### config.mk
export PLATFORM = sky130hd
export DESIGN_NAME = tx_level_and_rx_gain_control
export DESIGN_NICKNAME = d
export VERILOG_FILES = /design/src/hdl/level_gain_pkg.sv /design/src/hdl/gain_step_if.sv /design/src/hdl/tx_level_and_rx_gain_control.sv /design/src/hdl/auto_gain_loop.sv
export SDC_FILE = /design/constraint.sdc
export NUM_CORES = 1
export LEC_CHECK = 0
export BUFFER_PORTS_ARGS = -buffer_cell sky130_fd_sc_hd__buf_2
export CORE_AREA = 10 10 130 132
export CTS_CLUSTER_DIAMETER = 150
export DETAILED_ROUTE_END_ITERATION = 12
export DIE_AREA = 0 0 140 142
export MAX_ROUTING_LAYER = met4
export PLACE_DENSITY_LB_ADDON = 0.25
export SYNTH_ARGS = -nofsm -noshare
export SYNTH_HDL_FRONTEND = slang
export SYNTH_SLANG_ARGS = --single-unit
### constraint.sdc
create_clock -name sys_clk -period 7.85 [get_ports sys_clk]
set_clock_uncertainty 0.1 [all_clocks]
set_input_delay 1.1775 -clock sys_clk [delete_from_list [all_inputs] [get_ports sys_clk]]
set_output_delay 1.1775 -clock sys_clk [all_outputs]
set_load 0.01 [all_outputs]
### src/hdl/level_gain_pkg.sv
// Constants, register map and state types for the transmit level and receive gain control.
// Assumes a single 125 MHz clock and a plain strobe register port.
package level_gain_pkg;
    localparam int ADDR_W = 4;
    localparam int DATA_W = 16;
    localparam int SAMPLE_W = 12;
    // Register offsets
    localparam logic [3:0] LEVEL_CTRL_ADDR = 4'h0;
    localparam logic [3:0] MODE_CTRL_ADDR = 4'h1;
    localparam logic [3:0] STATUS_ADDR = 4'h2;
    localparam logic [3:0] AGC_WINDOW_ADDR = 4'h3;
    // Field positions
    localparam int FIXED_BIT = 3;
    localparam int TX_SELECT_BIT = 0;
    localparam int LPF_WIDE_BIT = 1;
    localparam int AGC_ENABLE_BIT = 2;
    // Reset values
    localparam logic [3:0] LEVEL_CTRL_RESET = 4'h0;
    localparam logic [2:0] MODE_CTRL_RESET = 3'h4;
    localparam logic [15:0] AGC_WINDOW_RESET = 16'h5030;
    // Attenuation and gain codes: 3 dB per attenuation step, 6 dB per gain step
    localparam logic [2:0] CODE_MIN = 3'h0;
    localparam logic [2:0] CODE_MAX = 3'h7;
    localparam int ATTEN_STEP_DB = 3;
    localparam int GAIN_STEP_DB = 6;
    // Timing
    localparam logic [4:0] ADJUST_TICKS = 5'h10;
    localparam int SYMBOL_PER_BIT = 8;
    localparam int CLK_PERIOD_PS = 8000;
    localparam int DRIVER_HOLD_NS = 1000;
    localparam int DRIVER_HOLD_CYCLES = (DRIVER_HOLD_NS * 1000 + CLK_PERIOD_PS - 1) / CLK_PERIOD_PS;
    localparam int AVG_SHIFT = 4;

    typedef enum logic [1:0] {
        ALC_IDLE = 2'b00,
        ALC_EVAL = 2'b01,
        ALC_APPLY = 2'b10,
        ALC_FROZEN = 2'b11
    } alc_state_t;

    typedef enum logic {
        AGC_MEASURE = 1'b0,
        AGC_UPDATE = 1'b1
    } agc_phase_t;
endpackage : level_gain_pkg

### src/hdl/gain_step_if.sv
// Carrier between the control top and the receive gain loop.
// Assumes both ends run on the same clock.
`timescale 1ns/1ps
interface gain_step_if #(parameter int SAMPLE_W = 12);
    logic tick;
    logic run;
    logic signed [SAMPLE_W-1:0] sample;
    logic sample_valid;
    logic [7:0] win_low;
    logic [7:0] win_high;
    logic [2:0] gain_code;
    modport loop (input tick, run, sample, sample_valid, win_low, win_high, output gain_code);
    modport ctrl (output tick, run, sample, sample_valid, win_low, win_high, input gain_code);
endinterface : gain_step_if

### src/hdl/tx_level_and_rx_gain_control.sv
// Transmit output level control, line driver enable and receive gain control top.
// Assumes a synchronous core register port and asynchronous symbol clock and comparator pins.
//
// Summary of operation
// - Fixed-mode bit set: apply the register's 3-bit attenuation, no automatic changes.
// - Attenuation code selects eight levels, 0 dB to 21 dB in 3 dB steps.
// - Fixed-mode bit clear: attenuation follows the peak measured on the sense input.
// - Peak below low threshold raises level a step; above high lowers it.
// - Each level iteration takes two symbol periods: evaluate, then apply.
// - Level adjusts only during the first 16 symbol ticks of transmit.
// - Reset sets automatic level to minimum, the maximum attenuation.
// - Receive mode retains the automatic level for the next transmission.
// - Line driver enable is driven low while transmitting.
// - After transmit ends, driver enable stays low for a short hold.
// - Receive blocks are off while transmitting; the shared low-pass stays on.
// - Low-pass cutoff selectable between 130 kHz and 195 kHz.
// - Receive gain has eight settings, 0 dB to -42 dB, chosen by the loop.
// - Gain loop measures converter level and keeps its average in a window.
// - Gain iteration spans two symbol ticks: measure, then update.
// - Symbol clock runs at eight times the channel bit rate.
// - Transmit select high means transmit, low means receive.
//
// Strobed register access and the address map were chosen for this implementation.
`timescale 1ns/1ps
module tx_level_and_rx_gain_control #(
    parameter int SAMPLE_W = level_gain_pkg::SAMPLE_W,
    parameter int HOLD_CYCLES = level_gain_pkg::DRIVER_HOLD_CYCLES
)
(
    // Clock and reset
    input wire logic sys_clk,
    input wire logic reset,
    // Register port
    input wire logic [level_gain_pkg::ADDR_W-1:0] reg_addr,
    input wire logic [level_gain_pkg::DATA_W-1:0] reg_wdata,
    input wire logic reg_write,
    input wire logic reg_read,
    output logic [level_gain_pkg::DATA_W-1:0] reg_rdata,
    // Asynchronous pins
    input wire logic symbol_clk,
    input wire logic level_below_low,
    input wire logic level_above_high,
    // Converter samples
    input wire logic signed [SAMPLE_W-1:0] adc_sample,
    input wire logic adc_sample_valid,
    // Analogue controls
    output logic [2:0] tx_atten_code,
    output logic [2:0] rx_gain_code,
    output logic rx_blocks_enable,
    output logic lowpass_enable,
    output logic lowpass_wide,
    // Open-drain driver enable
    output logic line_driver_enable_n_out,
    output logic line_driver_enable_n_oe
);
    localparam int HCW = $clog2(HOLD_CYCLES + 1);
    localparam logic [HCW-1:0] HOLD_LOAD = HCW'(HOLD_CYCLES);

    logic [3:0] level_ctrl_r;
    logic [2:0] mode_r;
    logic [15:0] window_r;
    logic [2:0] sym_sync_r;
    logic [1:0] below_sync_r;
    logic [1:0] above_sync_r;
    logic tick;
    logic tx_r;
    logic tx_prev_r;
    logic fixed_mode;
    logic [2:0] fixed_code;
    level_gain_pkg::alc_state_t alc_r;
    logic [4:0] tick_cnt_r;
    logic up_r;
    logic down_r;
    logic [2:0] auto_atten_r;
    logic [HCW-1:0] hold_cnt_r;
    logic [2:0] gain_code;

    assign tx_r = mode_r[level_gain_pkg::TX_SELECT_BIT];
    assign fixed_mode = level_ctrl_r[level_gain_pkg::FIXED_BIT];
    assign fixed_code = level_ctrl_r[2:0];
    assign tick = sym_sync_r[1] & ~sym_sync_r[2];

    // Register writes
    always_ff @(posedge sys_clk)
    begin
        if (reset)
        begin
            level_ctrl_r <= level_gain_pkg::LEVEL_CTRL_RESET;
            mode_r <= level_gain_pkg::MODE_CTRL_RESET;
            window_r <= level_gain_pkg::AGC_WINDOW_RESET;
        end
        else if (reg_write)
        begin
            unique case (reg_addr)
                level_gain_pkg::LEVEL_CTRL_ADDR: level_ctrl_r <= reg_wdata[3:0];
                level_gain_pkg::MODE_CTRL_ADDR: mode_r <= reg_wdata[2:0];
                level_gain_pkg::AGC_WINDOW_ADDR: window_r <= reg_wdata;
                default: ;
            endcase
        end
    end

    // Register reads, answer in the following cycle; unmapped reads return zero
    always_ff @(posedge sys_clk)
    begin
        if (reset)
            reg_rdata <= '0;
        else if (reg_read)
        begin
            unique case (reg_addr)
                level_gain_pkg::LEVEL_CTRL_ADDR: reg_rdata <= {12'h000, level_ctrl_r};
                level_gain_pkg::MODE_CTRL_ADDR: reg_rdata <= {13'h0, mode_r};
                level_gain_pkg::STATUS_ADDR:
                    reg_rdata <= {1'b0, line_driver_enable_n_oe, alc_r, tick_cnt_r,
                                  gain_code, 1'b0, auto_atten_r};
                level_gain_pkg::AGC_WINDOW_ADDR: reg_rdata <= window_r;
                default: reg_rdata <= '0;
            endcase
        end
        else
            reg_rdata <= '0;
    end

    // Pin synchronisers; comparators are looked at on the second stage, the symbol edge on the second and third
    always_ff @(posedge sys_clk)
    begin
        if (reset)
        begin
            sym_sync_r <= 3'h0;
            below_sync_r <= 2'h0;
            above_sync_r <= 2'h0;
        end
        else
        begin
            sym_sync_r <= {sym_sync_r[1:0], symbol_clk};
            below_sync_r <= {below_sync_r[0], level_below_low};
            above_sync_r <= {above_sync_r[0], level_above_high};
        end
    end

    always_ff @(posedge sys_clk)
    begin
        if (reset)
            tx_prev_r <= 1'b0;
        else
            tx_prev_r <= tx_r;
    end

    // Level loop sequencer; the window restarts on every entry into transmit
    always_ff @(posedge sys_clk)
    begin
        if (reset)
        begin
            alc_r <= level_gain_pkg::ALC_IDLE;
            tick_cnt_r <= 5'h00;
            up_r <= 1'b0;
            down_r <= 1'b0;
        end
        else if (!tx_r)
        begin
            alc_r <= level_gain_pkg::ALC_IDLE;
            tick_cnt_r <= 5'h00;
        end
        else if (!tx_prev_r)
        begin
            alc_r <= level_gain_pkg::ALC_EVAL;
            tick_cnt_r <= 5'h00;
        end
        else if (tick && alc_r != level_gain_pkg::ALC_FROZEN && alc_r != level_gain_pkg::ALC_IDLE)
        begin
            tick_cnt_r <= tick_cnt_r + 5'h01;
            if (alc_r == level_gain_pkg::ALC_EVAL)
            begin
                up_r <= below_sync_r[1];
                down_r <= above_sync_r[1] & ~below_sync_r[1];
            end
            if (tick_cnt_r == level_gain_pkg::ADJUST_TICKS - 5'h01)
                alc_r <= level_gain_pkg::ALC_FROZEN;
            else if (alc_r == level_gain_pkg::ALC_EVAL)
                alc_r <= level_gain_pkg::ALC_APPLY;
            else
                alc_r <= level_gain_pkg::ALC_EVAL;
        end
    end

    // Automatic attenuation; kept across receive periods
    always_ff @(posedge sys_clk)
    begin
        if (reset)
            auto_atten_r <= level_gain_pkg::CODE_MAX;
        else if (tick && tx_r && tx_prev_r && !fixed_mode
                 && alc_r == level_gain_pkg::ALC_APPLY)
        begin
            if (up_r && auto_atten_r != level_gain_pkg::CODE_MIN)
                auto_atten_r <= auto_atten_r - 3'h1;
            else if (down_r && auto_atten_r != level_gain_pkg::CODE_MAX)
                auto_atten_r <= auto_atten_r + 3'h1;
        end
    end

    // Code n means n times 3 dB of attenuation
    always_ff @(posedge sys_clk)
    begin
        if (reset)
            tx_atten_code <= level_gain_pkg::CODE_MAX;
        else if (fixed_mode)
            tx_atten_code <= fixed_code;
        else
            tx_atten_code <= auto_atten_r;
    end

    // Driver enable with hold after transmit ends
    always_ff @(posedge sys_clk)
    begin
        if (reset)
            hold_cnt_r <= '0;
        else if (tx_r)
            hold_cnt_r <= HOLD_LOAD;
        else if (hold_cnt_r != '0)
            hold_cnt_r <= hold_cnt_r - HCW'(1);
    end

    always_ff @(posedge sys_clk)
    begin
        if (reset)
        begin
            line_driver_enable_n_out <= 1'b1;
            line_driver_enable_n_oe <= 1'b0;
        end
        else
        begin
            // Open drain: only ever pull low, the pull-up gives the high level
            line_driver_enable_n_out <= ~(tx_r || hold_cnt_r != '0);
            line_driver_enable_n_oe <= tx_r || hold_cnt_r != '0;
        end
    end

    // Receive path power and shared filter controls
    always_ff @(posedge sys_clk)
    begin
        if (reset)
        begin
            rx_blocks_enable <= 1'b0;
            lowpass_enable <= 1'b0;
            lowpass_wide <= 1'b0;
            rx_gain_code <= level_gain_pkg::CODE_MIN;
        end
        else
        begin
            rx_blocks_enable <= ~tx_r;
            lowpass_enable <= 1'b1;
            lowpass_wide <= mode_r[level_gain_pkg::LPF_WIDE_BIT];
            rx_gain_code <= gain_code;
        end
    end

    gain_step_if #(.SAMPLE_W(SAMPLE_W)) gsi ();
    assign gsi.tick = tick;
    assign gsi.run = ~tx_r & mode_r[level_gain_pkg::AGC_ENABLE_BIT];
    assign gsi.sample = adc_sample;
    assign gsi.sample_valid = adc_sample_valid;
    assign gsi.win_low = window_r[7:0];
    assign gsi.win_high = window_r[15:8];
    assign gain_code = gsi.gain_code;

    auto_gain_loop #(.SAMPLE_W(SAMPLE_W)) u_gain (
        .sys_clk(sys_clk),
        .reset(reset),
        .gl(gsi.loop)
    );
endmodule : tx_level_and_rx_gain_control

### src/hdl/auto_gain_loop.sv
// Digital receive gain loop: averages converter magnitude and steps the gain code.
// Assumes samples and symbol ticks arrive synchronous to sys_clk.
`timescale 1ns/1ps
module auto_gain_loop #(parameter int SAMPLE_W = 12)
(
    // Clock and reset
    input wire logic sys_clk,
    input wire logic reset,
    // Loop carrier
    gain_step_if.loop gl
);
    localparam int AW = SAMPLE_W;
    logic [AW-1:0] mag;
    logic [AW-1:0] avg_r;
    logic signed [AW:0] diff;
    level_gain_pkg::agc_phase_t phase_r;
    logic up_r;
    logic down_r;
    logic [2:0] gain_r;

    always_comb
    begin
        mag = gl.sample[SAMPLE_W-1] ? AW'(-gl.sample) : AW'(gl.sample);
        diff = $signed({1'b0, mag}) - $signed({1'b0, avg_r});
    end

    // Leaky average keeps the window test free of a divider
    always_ff @(posedge sys_clk)
    begin
        if (reset)
            avg_r <= '0;
        else if (gl.sample_valid)
            avg_r <= AW'($signed({1'b0, avg_r}) + (diff >>> level_gain_pkg::AVG_SHIFT));
    end

    always_ff @(posedge sys_clk)
    begin
        if (reset)
        begin
            phase_r <= level_gain_pkg::AGC_MEASURE;
            up_r <= 1'b0;
            down_r <= 1'b0;
            gain_r <= level_gain_pkg::CODE_MIN;
        end
        else if (!gl.run)
            phase_r <= level_gain_pkg::AGC_MEASURE;
        else if (gl.tick)
        begin
            unique case (phase_r)
                level_gain_pkg::AGC_MEASURE:
                begin
                    up_r <= avg_r[AW-1 -: 8] > gl.win_high;
                    down_r <= avg_r[AW-1 -: 8] < gl.win_low;
                    phase_r <= level_gain_pkg::AGC_UPDATE;
                end
                level_gain_pkg::AGC_UPDATE:
                begin
                    // Larger code means more receive attenuation, 0 dB to -42 dB
                    if (up_r && gain_r != level_gain_pkg::CODE_MAX)
                        gain_r <= gain_r + 3'h1;
                    else if (down_r && gain_r != level_gain_pkg::CODE_MIN)
                        gain_r <= gain_r - 3'h1;
                    phase_r <= level_gain_pkg::AGC_MEASURE;
                end
            endcase
        end
    end

    assign gl.gain_code = gain_r;
endmodule : auto_gain_loop

==> Flow_metrics.wiki, run 1 <==
{| class="wikitable"
! Metric !! Value
|-
| Placed wire-length estimate || 8.96 mm
|-
| Most common cell type on the critical path || a21oi_1
|-
| Required @ worst endpoint || 8000 ps
|-
| Number of antenna violations at the first check in global routing || 0
|-
| Share of layout cells above drive strength 1 || 14.7%
|-
| Area after DPL || 0.00539 sq mm
|-
| EDFF count, synth || 0
|-
| Critical path's largest stage delay || 470 ps
|-
| CTS H-Tree Depth || 3
|-
| Post-synthesis cell count || 562
|-
| CP Buf/Inv Count || 1
|-
| Clock input transition at the sequential cells of the worst setup and hold paths || 70 ps
|-
| Count of routing violations after the opening detailed-route iteration || 167
|-
| Setup-violating endpoint count in the final report || 0
|-
| Routability congestion estimate from global placement || 0.848
|-
| Number of antenna repair diodes || 0
|-
| Final max-slew violation count || 0
|-
| Leak Pwr || 2.38 nW
|-
| Mean instance size in the synthesized netlist || 8.71 sq um
|-
| CP cell instances || buf_2 -> nor4_1 -> a21boi_0 -> xor2_1 -> ha_1 -> and3_1 -> a21oi_2 -> o31ai_2 -> a21oi_1 -> xnor2_1 -> ha_1 -> a21o_1 -> a21o_1 -> a21oi_1 -> o31ai_1 -> a21oi_1 -> xnor2_1 -> a211oi_1 -> a31o_1
|-
| Number of clock sinks || 95
|-
| Die W || 140 um
|-
| Largest net degree at the start of global routing || 63
|-
| Area used by sequential logic in the layout || 0.00190 sq mm
|-
| First-pass GRT wire length || 19.7 mm
|-
| Post-route worst hold slack || 340 ps
|-
| Total setup buffers inserted after CTS || 0
|-
| Number of detailed-route iterations in the first pass || 5
|-
| Post-route antenna net violation count || 0
|-
| Worst path arrival time || 5050 ps
|-
| Slew HR || 24.8%
|-
| Ranking of synthesized cells by area || dfxtp_1, ha_1, a21oi_1, nand2_1, xnor2_1
|-
| Max Cap Viol || 0
|-
| Via count normalized by instance count || 4.90
|-
| Cell area after synthesis || 0.00490 sq mm
|-
| Final Critical Period || 4910 ps
|-
| Via total after detailed routing || 3,963
|-
| Boundary pin count || 67
|-
| Routed len/inst || 14.5 um
|-
| Number of global-route vias before repair || 4,014
|-
| Die area || 0.0199 sq mm
|-
| Sequential element share of the synthesized area || 38.8%
|-
| Kind of cell with the highest combined delay on the critical path || compound AO/OA/AOI/OAI gates
|-
| Most area-hungry cell type in the Yosys netlist || dfxtp_1
|-
| Total CTS buffers || 9
|-
| Total GRT Usage || 12.3%
|-
| Hold bufs inserted after CTS || 0
|-
| Net count of the mapped netlist || 646
|-
| Post-route standard cell area excluding fillers || 0.00570 sq mm
|-
| Gates resized, CTS repair || 0
|-
| Critical path depth in cells || 19
|-
| Fill cell instance count of the final layout || 1,463
|-
| Filler-free cell count of the finished design || 808
|-
| Core area || 0.0143 sq mm
|-
| Area taken by multi-input logic gates || 0.00277 sq mm
|-
| Clock network latency to the later pin of the worst-skew pair || 350 ps
|-
| Die height || 142 um
|-
| Gr ovfl total || 0
|-
| Area growth, synth to finish || 16.4%
|-
| Outcome || completed
|-
| Kind of start point of the critical path || input port
|-
| Cell count after placement || 792
|-
| Final-layout setup total negative slack || 0 ps
|-
| Fraction of synthesized cell area taken by the top area cell type || 38.8%
|-
| Async set or reset register ratio after synthesis || 0%
|-
| Max Freq || 204 MHz
|-
| Power per unit of standard cell area || 313 mW/mm^2
|-
| Worst hold path cell count || 1
|-
| Path type of the worst setup path || in -> reg
|-
| Residual DRC count || 0
|-
| Master of the slowest instance on the critical path || o31ai_2
|-
| Pin slew with the least headroom to its limit || 1120 ps
|-
| CP Capture Type || flip-flop
|-
| Largest driver fanout on the critical path || 4
|-
| Yosys warnings || 0
|-
| R2R depth || 17
|-
| Routed wire length || 11.7 mm
|-
| Distinct cell type count of the synthesized netlist || 49
|-
| Crit share post-route || 62.5%
|-
| Final hold viol count || 0
|-
| Deepest clock path buffer count || 2
|-
| Count of port buffers added during placement || 66
|-
| Post-synthesis register bit count || 95
|-
| IR drop worst, VDD || 0.137 mV
|-
| Worst hold path type || reg -> reg
|-
| Starting utilization of the core area || 34.2%
|-
| Most frequently used flop master after synthesis || dfxtp_1
|-
| CTS root buf || clkbuf_16
|-
| Clock tree from TritonCTS || yes
|-
| Final Net Count || 703
|-
| RSZ-0062 raised after global routing || no
|-
| Row count || 44
|}
-- flip-flops by register name, summed over array words and instances (netlist names), 4 cells and up --
signal        cells
hold_cnt_r        7
window_r         16
reg_rdata        16
level_ctrl_r      4
u_gain.avg_r     12
tick_cnt_r        5
-- cells in the mapped netlist (all sizes together) (10+ instances only) --
library cell	instances
a21oi	48
dfxtp	95
o21ai	17
nor2	56
a22oi	16
xor2	13
nand3	10
inv	37
a21o	10
clkbuf	18
ha	41
mux2i	17
xnor2	26
nor2b	17
nand2	61
-- metal layers --
layer | global-route usage (%) | up-vias | wire length, um
met5 | - | - | 0
met2 | 19.2 | 66 | 5440
met3 | 3.07 | 13 | 459
met4 | 4.18 | 0 | 169
li1 | - | 2043 | -
met1 | 15.3 | 1841 | 5650
-- power by group --
| group | leakage, nW | switching, mW | internal, mW |
|---|---|---|---|
| clock network | 0.154 | 0.202 | 0.254 |
| registers | 0.773 | 0.0524 | 0.530 |
| logic | 1.45 | 0.392 | 0.352 |
| total | 2.38 | 0.647 | 1.14 |
-- layout make-up --
| class | count | area share, % |
|---|---|---|
| multi-input combinational | 408 | 48.7 |
| sequential | 95 | 33.4 |
| timing repair buffer | 67 | 5.93 |
| tap | 184 | 4.04 |
| clock buffer | 9 | 3.95 |
| inverter | 38 | 2.50 |
| clock inverter | 7 | 1.54 |
-- cells in the final DEF (no fill, tap or decap), drive strengths merged, types with 6 or more instances in the layout --
master,Yosys,final
inv,37,40
buf,3,67
nand2,61,61
dfxtp,95,95
nor2,56,56
nor2b,17,17
mux2i,17,17
nor3,6,6
o21ai,17,17
and3,7,7
nand3,10,10
a21o,10,10
a21oi,48,48
nand2b,9,9
a22oi,16,16
xor2,13,13
ha,41,41
o211ai,7,7
o31ai,6,6
xnor2,26,26
clkbuf,18,9
-- logic make-up after synthesis --
kind of cell | share of synthesized area (%)
AND/OR/NAND/NOR | 17.2
AO/OA/AOI/OAI | 16.6
flip-flops | 38.8
buffers and inverters | 4.52
adder cells (fa/ha/maj) | 11.7
XOR/XNOR | 6.98
multiplexers | 4.17
-- worst register-to-register path: stages, from the launching register on --
cell and delay (ps):
dfxtp_1 410, inv_1 60, ha_1 280, nand2_1 40, o21ai_0 290, a21oi_2 120
o31ai_2 470, a21oi_1 150, xnor2_1 150, ha_1 330, a21o_1 200, a21o_1 170
a21oi_1 170, o31ai_1 100, a21oi_1 190, xnor2_1 160, a211oi_1 100, a31o_1 210
-- metrics by stage --
step	utilization [%]	setup WS [ps]	power (mW)
after global placement	37.6	2710	1.31
after global routing	39.8	2600	1.93
after CTS	39.8	2980	1.80
after floorplan	-	3130	1.19
after detailed placement	37.6	2640	1.34
final	39.8	2940	1.78
-- final timing paths --
kind,startpoint,endpoint,slack (ps)
worst min register to register,above_sync_r[0],above_sync_r[1],340
worst min-delay path,above_sync_r[0],above_sync_r[1],340
worst max register to register,u_gain.avg_r[1],u_gain.avg_r[11],4060
worst max-delay path,adc_sample[0],u_gain.avg_r[11],2940
No activity file was read; power rests on OpenSTA's default activity.
==> run 2, diff against run 1 <==
--- a/config.mk
+++ b/config.mk
@@ -5,11 +5,12 @@
 export SDC_FILE = /design/constraint.sdc
 export NUM_CORES = 1
 export LEC_CHECK = 0
+export ABC_AREA = 1
 export BUFFER_PORTS_ARGS = -buffer_cell sky130_fd_sc_hd__buf_2
-export CORE_AREA = 10 10 130 132
+export CORE_AREA = 10 10 133 135
 export CTS_CLUSTER_DIAMETER = 150
 export DETAILED_ROUTE_END_ITERATION = 12
-export DIE_AREA = 0 0 140 142
+export DIE_AREA = 0 0 143 145
 export MAX_ROUTING_LAYER = met4
 export PLACE_DENSITY_LB_ADDON = 0.25
 export SYNTH_ARGS = -nofsm -noshare
==> constraint.sdc (replaced) <==
create_clock -name sys_clk -period 4.3 [get_ports sys_clk]
set_clock_uncertainty 0.1 [all_clocks]
set_input_delay 0.645 -clock sys_clk [delete_from_list [all_inputs] [get_ports sys_clk]]
set_output_delay 0.645 -clock sys_clk [all_outputs]
set_load 0.01 [all_outputs]
==> run 2 against run 1 <==
Cell area up 4.8%. Critical path depth up 2. Final cell count up 20%. Synthesized area up 5.7%. Hold slack worse by 48 ps.
==> Flow_metrics.wiki, run 2 <==
{| class="wikitable"
! Metric !! Value
|-
| Die W || 143 um (+2.1%)
|-
| Power per unit of standard cell area || 600 mW/mm^2 (+92%)
|-
| Post-synthesis register bit count || 95 (unchanged)
|-
| Leading cell types by count after synthesis || nand2_1, inv_1, dfxtp_1
|-
| Path type of the worst setup path || in -> reg
|-
| Sequential element share of the synthesized area || 36.7% (-2.1 points)
|-
| Number of clock sinks || 95 (unchanged)
|-
| Cell Int Power || 2.08 mW (+83%)
|-
| Kind of start point of the critical path || input port
|-
| Boundary pin count || 67 (unchanged)
|-
| IR drop worst, VDD || 0.275 mV (+100%)
|-
| Clock network latency to the later pin of the worst-skew pair || 350 ps (about the same)
|-
| Gr ovfl total || 0 (unchanged)
|-
| Post-route antenna net violation count || 0 (unchanged)
|-
| Fraction of synthesized cell area taken by the top area cell type || 36.7% (-2.1 points)
|-
| Outcome || completed
|-
| Most frequent cell after synthesis || nand2_1
|-
| Worst hold path type || reg -> reg
|-
| Total setup buffers inserted after CTS || 0 (unchanged)
|-
| Count of port buffers added during placement || 66 (unchanged)
|-
| Commonest non-fill, non-tap cell in the layout || nand2_1
|-
| Clock tree from TritonCTS || yes
|-
| Max Freq || 266 MHz
|-
| Mean instance size in the synthesized netlist || 7.27 sq um (-17%)
|-
| Number of antenna violations at the first check in global routing || 1 (+1)
|-
| Part of the total power dissipated in the clock network || 21.7% (-3.9 points)
|-
| Routed len/inst || 13.8 um (-4.5%)
|-
| Most frequently used flop master after synthesis || dfxtp_1
|-
| CP Capture Type || flip-flop
|-
| Reg2Reg Launch Point || u_gain.avg_r[5]
|-
| Row count || 45 (+2.3%)
|-
| Gates resized, CTS repair || 0 (unchanged)
|-
| Total net switching power || 1.50 mW (+130%)
|-
| Yosys warnings || 0 (unchanged)
|-
| Via count normalized by instance count || 4.75 (-3.2%)
|-
| Distinct cell type count of the synthesized netlist || 37 (-24%)
|-
| Starting utilization of the core area || 34.4% (+0.23 points)
|-
| Routability congestion estimate from global placement || 0.853 (+0.58%)
|-
| Largest net degree at the start of global routing || 44 (-30%)
|-
| Largest registers in the final layout || reg_rdata (16), window_r (16), u_gain.avg_r (12)
|-
| Worst hold path cell count || 2 (+1)
|-
| Largest driver fanout on the critical path || 4 (unchanged)
|-
| Residual DRC count || 0 (unchanged)
|-
| Total GRT Usage || 13.6% (+1.3 points)
|-
| Most area-hungry cell type in the Yosys netlist || dfxtp_1
|-
| Async set or reset register ratio after synthesis || 0% (unchanged)
|-
| Final max-slew violation count || 0 (unchanged)
|-
| Area growth, synth to finish || 15.3%
|-
| Crit share post-route || 87.5%
|-
| Endpoint of the most critical register-to-register path || u_gain.avg_r[11]
|-
| Fill cell instance count of the final layout || 1,618 (+11%)
|-
| EDFF count, synth || 0 (unchanged)
|-
| Net count of the mapped netlist || 796 (+23%)
|-
| Total CTS buffers || 9 (unchanged)
|-
| Ranking of synthesized cells by area || dfxtp_1, ha_1, nand2_1, inv_1, a21oi_1
|-
| Switching share of power || 42.0% (+5.7 points)
|-
| Cell area after synthesis || 0.00518 sq mm (+5.7%)
|-
| Max Cap Viol || 0 (unchanged)
|-
| Required @ worst endpoint || 4450 ps (-3550 ps)
|-
| Number of detailed-route iterations in the first pass || 4 (-1)
|-
| Via total after detailed routing || 4,607 (+16%)
|-
| Die area || 0.0207 sq mm (+4.3%)
|-
| Placed wire-length estimate || 10.4 mm (+16%)
|-
| CTS root buf || clkbuf_16
|-
| R2R depth || 21 (+4)
|-
| RSZ-0062 raised after global routing || no
|-
| Core area || 0.0150 sq mm (+5.0%)
|-
| Reg-to-reg slack, setup || 1130 ps (-2930 ps)
|-
| Leak Pwr || 2.82 nW (+19%)
|-
| Routed wire length || 13.4 mm (+15%)
|-
| Sequential share of power || 29.8% (-2.9 points)
|-
| CTS H-Tree Depth || 3 (unchanged)
|-
| Setup-violating endpoint count in the final report || 0 (unchanged)
|-
| Final-layout setup total negative slack || 0 ps (unchanged)
|-
| First-pass GRT wire length || 22.4 mm (+14%)
|-
| Count of routing violations after the opening detailed-route iteration || 213 (+28%)
|-
| Slew HR || 52.1% (+27 points)
|-
| Top library cells by usage in the layout, fill and taps aside || nand2_1, inv_1, dfxtp_1
|-
| Pin slew with the least headroom to its limit || 716 ps (-407 ps)
|-
| Cell count after placement || 953 (+20%)
|-
| Die height || 145 um (+2.1%)
|-
| Worst path arrival time || 3910 ps (-1140 ps)
|-
| Post-synthesis cell count || 712 (+27%)
|-
| Hold bufs inserted after CTS || 0 (unchanged)
|-
| Final Critical Period || 3760 ps
|-
| Minimum setup slack in the final design || 537 ps (-2410 ps)
|-
| Clock input transition at the sequential cells of the worst setup and hold paths || 70 ps (about the same)
|-
| Fraction of power consumed by combinational cells || 48.5% (+6.8 points)
|-
| Final Net Count || 860 (+22%)
|-
| Share of layout cells above drive strength 1 || 12.0% (-2.7 points)
|-
| Post-placement setup slack || 181 ps (-2450 ps)
|-
| Filler-free cell count of the finished design || 970 (+20%)
|-
| Final hold viol count || 0 (unchanged)
|-
| Destination of the worst hold path || sym_sync_r[1]
|-
| Number of global-route vias before repair || 4,596 (+14%)
|-
| Hold path startpoint || sym_sync_r[0]
|-
| Deepest clock path buffer count || 2 (unchanged)
|}
[run 2: cells by family after synthesis]
logic type	synth area share, %
adders and majority gates	11.1
buffers and inverters	10.3
and+or+nand+nor	19.7
AOI/OAI and AO/OA	17.9
xor gates and xnor gates	4.40
DFF	36.7
[run 2: per-layer routing]
layer | track usage (%) | part of all wire (%) | vias to the layer above
met4 | 4.80 | 1.8 | 0
met3 | 2.97 | 5.0 | 16
met2 | 20.1 | 44 | 92
met5 | - | 0 | -
met1 | 17.8 | 49 | 2033
li1 | - | - | 2466
[run 2: power by group through the flow]
stage,Combinational (mW),Sequential (mW),Clock [mW]
2_1_floorplan,1.37,1.06,0
3_3_place_gp,1.75,1.09,0
3_5_place_dp,1.73,1.09,0
4_1_cts,1.75,1.07,0.797
5_1_grt,2.03,1.08,0.829
6_report,1.74,1.07,0.776
[run 2: metrics by stage]
stage | area [sq um] | hold WS (ps) | power, mW | util [%]
2_1_floorplan | 5180 | 288 | 2.43 | -
3_3_place_gp | 5680 | 295 | 2.84 | 37.8
3_5_place_dp | 5680 | 294 | 2.82 | 37.8
4_1_cts | 5970 | 296 | 3.62 | 39.7
5_1_grt | 5970 | 320 | 3.94 | 39.7
6_report | 5970 | 292 | 3.58 | 39.7
[run 2: layout make-up]
type	count	area (sq um)	area share [%]
antenna	1	2.50	0.0419
clock buffer	12	256	4.30
clock inverter	4	28.8	0.482
inverter	120	450	7.54
multi-input combinational	481	2740	45.9
sequential	95	1900	31.9
tap	188	235	3.94
timing repair buffer	69	353	5.91
[run 2: worst max-delay path by stage]
stage,cells past startpoint,from,endpoint
4_1_cts,21,adc_sample[0],u_gain.avg_r[10]
6_report,21,adc_sample[0],u_gain.avg_r[10]
2_1_floorplan,22,adc_sample[0],u_gain.avg_r[10]
3_3_place_gp,21,adc_sample[0],u_gain.avg_r[8]
5_1_grt,21,adc_sample[1],u_gain.avg_r[8]
3_5_place_dp,21,adc_sample[0],u_gain.avg_r[10]
[run 2: worst max-delay path, cell delays in order]
cell and delay (ps):
buf_2 90, inv_1 80, ha_1 150, inv_1 50, nor3_1 250, nor2_1 90
xor2_1 160, ha_1 340, a21oi_1 200, o21ai_0 100, a31oi_1 300, o21ai_0 150
xor2_1 160, ha_1 340, a21o_1 220, o21ai_0 270, nand3_1 110, nand2_1 60
nand3_1 60, nand2_1 60, inv_1 30
==> run 3, diff against run 2 <==
--- a/config.mk
+++ b/config.mk
@@ -12,7 +12,7 @@
 export DETAILED_ROUTE_END_ITERATION = 12
 export DIE_AREA = 0 0 143 145
 export MAX_ROUTING_LAYER = met4
-export PLACE_DENSITY_LB_ADDON = 0.25
+export PLACE_DENSITY_LB_ADDON = 0.1
 export SYNTH_ARGS = -nofsm -noshare
 export SYNTH_HDL_FRONTEND = slang
 export SYNTH_SLANG_ARGS = --single-unit
==> run 3 against run 2 <==
Wire length rose by 5.1%. Via count rose by 3.0%. Sequential share of layout area fell by 0.060 points. Register-to-register slack barely moved. Combinational power barely moved. Sequential power barely moved. Clock-buffer cell count fell by 2. Cell area rose by 0.19%. Core utilization rose by 0.075 points.
==> Flow_metrics.wiki, run 3 (synthesized netlist as in run 2, its figures left out) <==
{| class="wikitable"
! Metric !! Value
|-
| Share of layout cells above drive strength 1 || 12.3% (+0.24 points)
|-
| Critical path's largest stage delay || 340 ps (about the same)
|-
| Die height || 145 um (unchanged)
|-
| Total setup buffers inserted after CTS || 0 (unchanged)
|-
| Gates resized, CTS repair || 0 (unchanged)
|-
| First-pass GRT wire length || 23.2 mm (+3.5%)
|-
| RSZ-0062 raised after global routing || no
|-
| Placed wire-length estimate || 11.0 mm (+6.2%)
|-
| Cell count after placement || 954 (+0.10%)
|-
| Hold bufs inserted after CTS || 0 (unchanged)
|-
| Max Freq || 264 MHz (-0.69%)
|-
| IR drop worst, VDD || 0.260 mV (-5.7%)
|-
| Number of clock sinks || 95 (unchanged)
|-
| Count of port buffers added during placement || 66 (unchanged)
|-
| Final hold viol count || 0 (unchanged)
|-
| Pin slew with the least headroom to its limit || 656 ps (-60.6 ps)
|-
| Residual DRC count || 0 (unchanged)
|-
| Gr ovfl total || 0 (unchanged)
|-
| Number of global-route vias before repair || 4,691 (+2.1%)
|-
| Die area || 0.0207 sq mm (unchanged)
|-
| Commonest non-fill, non-tap cell in the layout || nand2_1
|-
| Total CTS buffers || 9 (unchanged)
|-
| Number of antenna repair diodes || 0 (-1)
|-
| Boundary pin count || 67 (unchanged)
|-
| Starting utilization of the core area || 34.4% (unchanged)
|-
| Number of detailed-route iterations in the first pass || 5 (+1)
|-
| Total GRT Usage || 14.1% (+0.54 points)
|-
| CP Capture Type || flip-flop
|-
| Deepest clock path buffer count || 2 (unchanged)
|-
| Max Cap Viol || 0 (unchanged)
|-
| CTS H-Tree Depth || 3 (unchanged)
|-
| Master of the slowest instance on the critical path || ha_1
|-
| Area growth, synth to finish || 15.6%
|-
| Clock tree from TritonCTS || yes
|-
| Via count normalized by instance count || 4.89 (+3.0%)
|-
| Worst hold path type || reg -> reg
|-
| Final max-slew violation count || 0 (unchanged)
|-
| Clock network latency to the later pin of the worst-skew pair || 360 ps (about the same)
|-
| Largest net degree at the start of global routing || 43 (-2.3%)
|-
| Largest registers in the final layout || reg_rdata (16), window_r (16), u_gain.avg_r (12)
|-
| Die W || 143 um (unchanged)
|-
| Kind of cell with the highest combined delay on the critical path || compound AO/OA/AOI/OAI gates
|-
| Crit share post-route || 88.1% (+0.61 points)
|-
| Leak Pwr || 2.83 nW (+0.46%)
|-
| Count of routing violations after the opening detailed-route iteration || 305 (+43%)
|-
| Path type of the worst setup path || in -> reg
|-
| Post-route antenna net violation count || 0 (unchanged)
|-
| Core area || 0.0150 sq mm (unchanged)
|-
| Routed len/inst || 14.6 um (+5.1%)
|-
| Slew HR || 56.2% (+4.1 points)
|-
| CTS root buf || clkbuf_16
|-
| CP cell instances || buf_2 -> inv_1 -> ha_1 -> inv_1 -> nor3_1 -> nor2_1 -> xor2_1 -> ha_1 -> a21oi_1 -> o21ai_0 -> a31oi_1 -> o21ai_0 -> xor2_1 -> ha_1 -> a21o_1 -> o21ai_0 -> nand3_1 -> nand2_1 -> nand3_1 -> nand2_1 -> inv_1
|-
| Final Critical Period || 3790 ps (+26.1 ps)
|-
| Fill cell instance count of the final layout || 1,590 (-1.7%)
|-
| Largest driver fanout on the critical path || 4 (unchanged)
|-
| CP Buf/Inv Count || 4 (unchanged)
|-
| Final-layout setup total negative slack || 0 ps (unchanged)
|-
| Final Net Count || 861 (+0.12%)
|-
| Number of antenna violations at the first check in global routing || 0 (-1)
|-
| Outcome || completed
|-
| Routability congestion estimate from global placement || 0.883 (+3.5%)
|-
| Worst path arrival time || 3950 ps (+40 ps)
|-
| Power per unit of standard cell area || 609 mW/mm^2 (+1.5%)
|-
| Row count || 45 (unchanged)
|-
| Required @ worst endpoint || 4460 ps (about the same)
|-
| Top library cells by usage in the layout, fill and taps aside || nand2_1, inv_1, dfxtp_1
|-
| Clock input transition at the sequential cells of the worst setup and hold paths || 70 ps (about the same)
|-
| Routed wire length || 14.1 mm (+5.1%)
|-
| Via total after detailed routing || 4,744 (+3.0%)
|-
| Setup-violating endpoint count in the final report || 0 (unchanged)
|-
| Kind of start point of the critical path || input port
|-
| Filler-free cell count of the finished design || 970 (unchanged)
|}
-- run 3: tightest hold or removal path, stage by stage (launching register included) --
cell and delay (ps):
dfxtp_1 300, inv_1 40, nor2_1 30
-- run 3: metrics by stage --
stage / hold slack [ps] / utilization (%) / cell area (sq um) / total power [mW] / setup slack (ps)
after floorplan: 288 / - / 5180 / 2.43 / 687
after global placement: 290 / 37.9 / 5690 / 2.84 / 267
after detailed placement: 292 / 37.9 / 5690 / 2.85 / 161
after CTS: 302 / 39.8 / 5980 / 3.67 / 535
after global routing: 328 / 39.8 / 5980 / 3.99 / 59.6
final: 302 / 39.8 / 5980 / 3.64 / 511
-- run 3: path summary, 6_finish.rpt --
kind                        start                to  slack [ps]  cells after the start
setup / recovery    adc_sample[0]  u_gain.avg_r[10]         510                     21
hold / removal    above_sync_r[0]   above_sync_r[1]         300                      2
setup reg to reg  u_gain.avg_r[4]  u_gain.avg_r[10]        1120                     15
hold reg to reg   above_sync_r[0]   above_sync_r[1]         300                      2
-- run 3: per-layer routing --
layer  track usage (%)  vias up  routed length, um
li1                  -     2462                  -
met1              19.3     2142               7300
met2              20.1      117               5810
met3              2.97       23                757
met4              4.90        0                262
met5                 -        -                  0
-- run 3: layout make-up --
type                            count  area [sq um]  area share [%]
Clock buffer                       10           239            3.99
Multi-Input combinational cell    481          2740            45.8
Timing Repair Buffer               70           360            6.02
Clock inverter                      6          52.6           0.878
Sequential cell                    95          1900            31.8
Inverter                          120           450            7.53
Tap cell                          188           235            3.93
-- run 3: where the power goes --
| group | internal [mW] | total, mW | switching, mW |
|---|---|---|---|
| sequential | 0.974 | 1.07 | 0.0963 |
| clock | 0.419 | 0.800 | 0.381 |
| combinational | 0.680 | 1.77 | 1.09 |
| total | 2.07 | 3.64 | 1.57 |
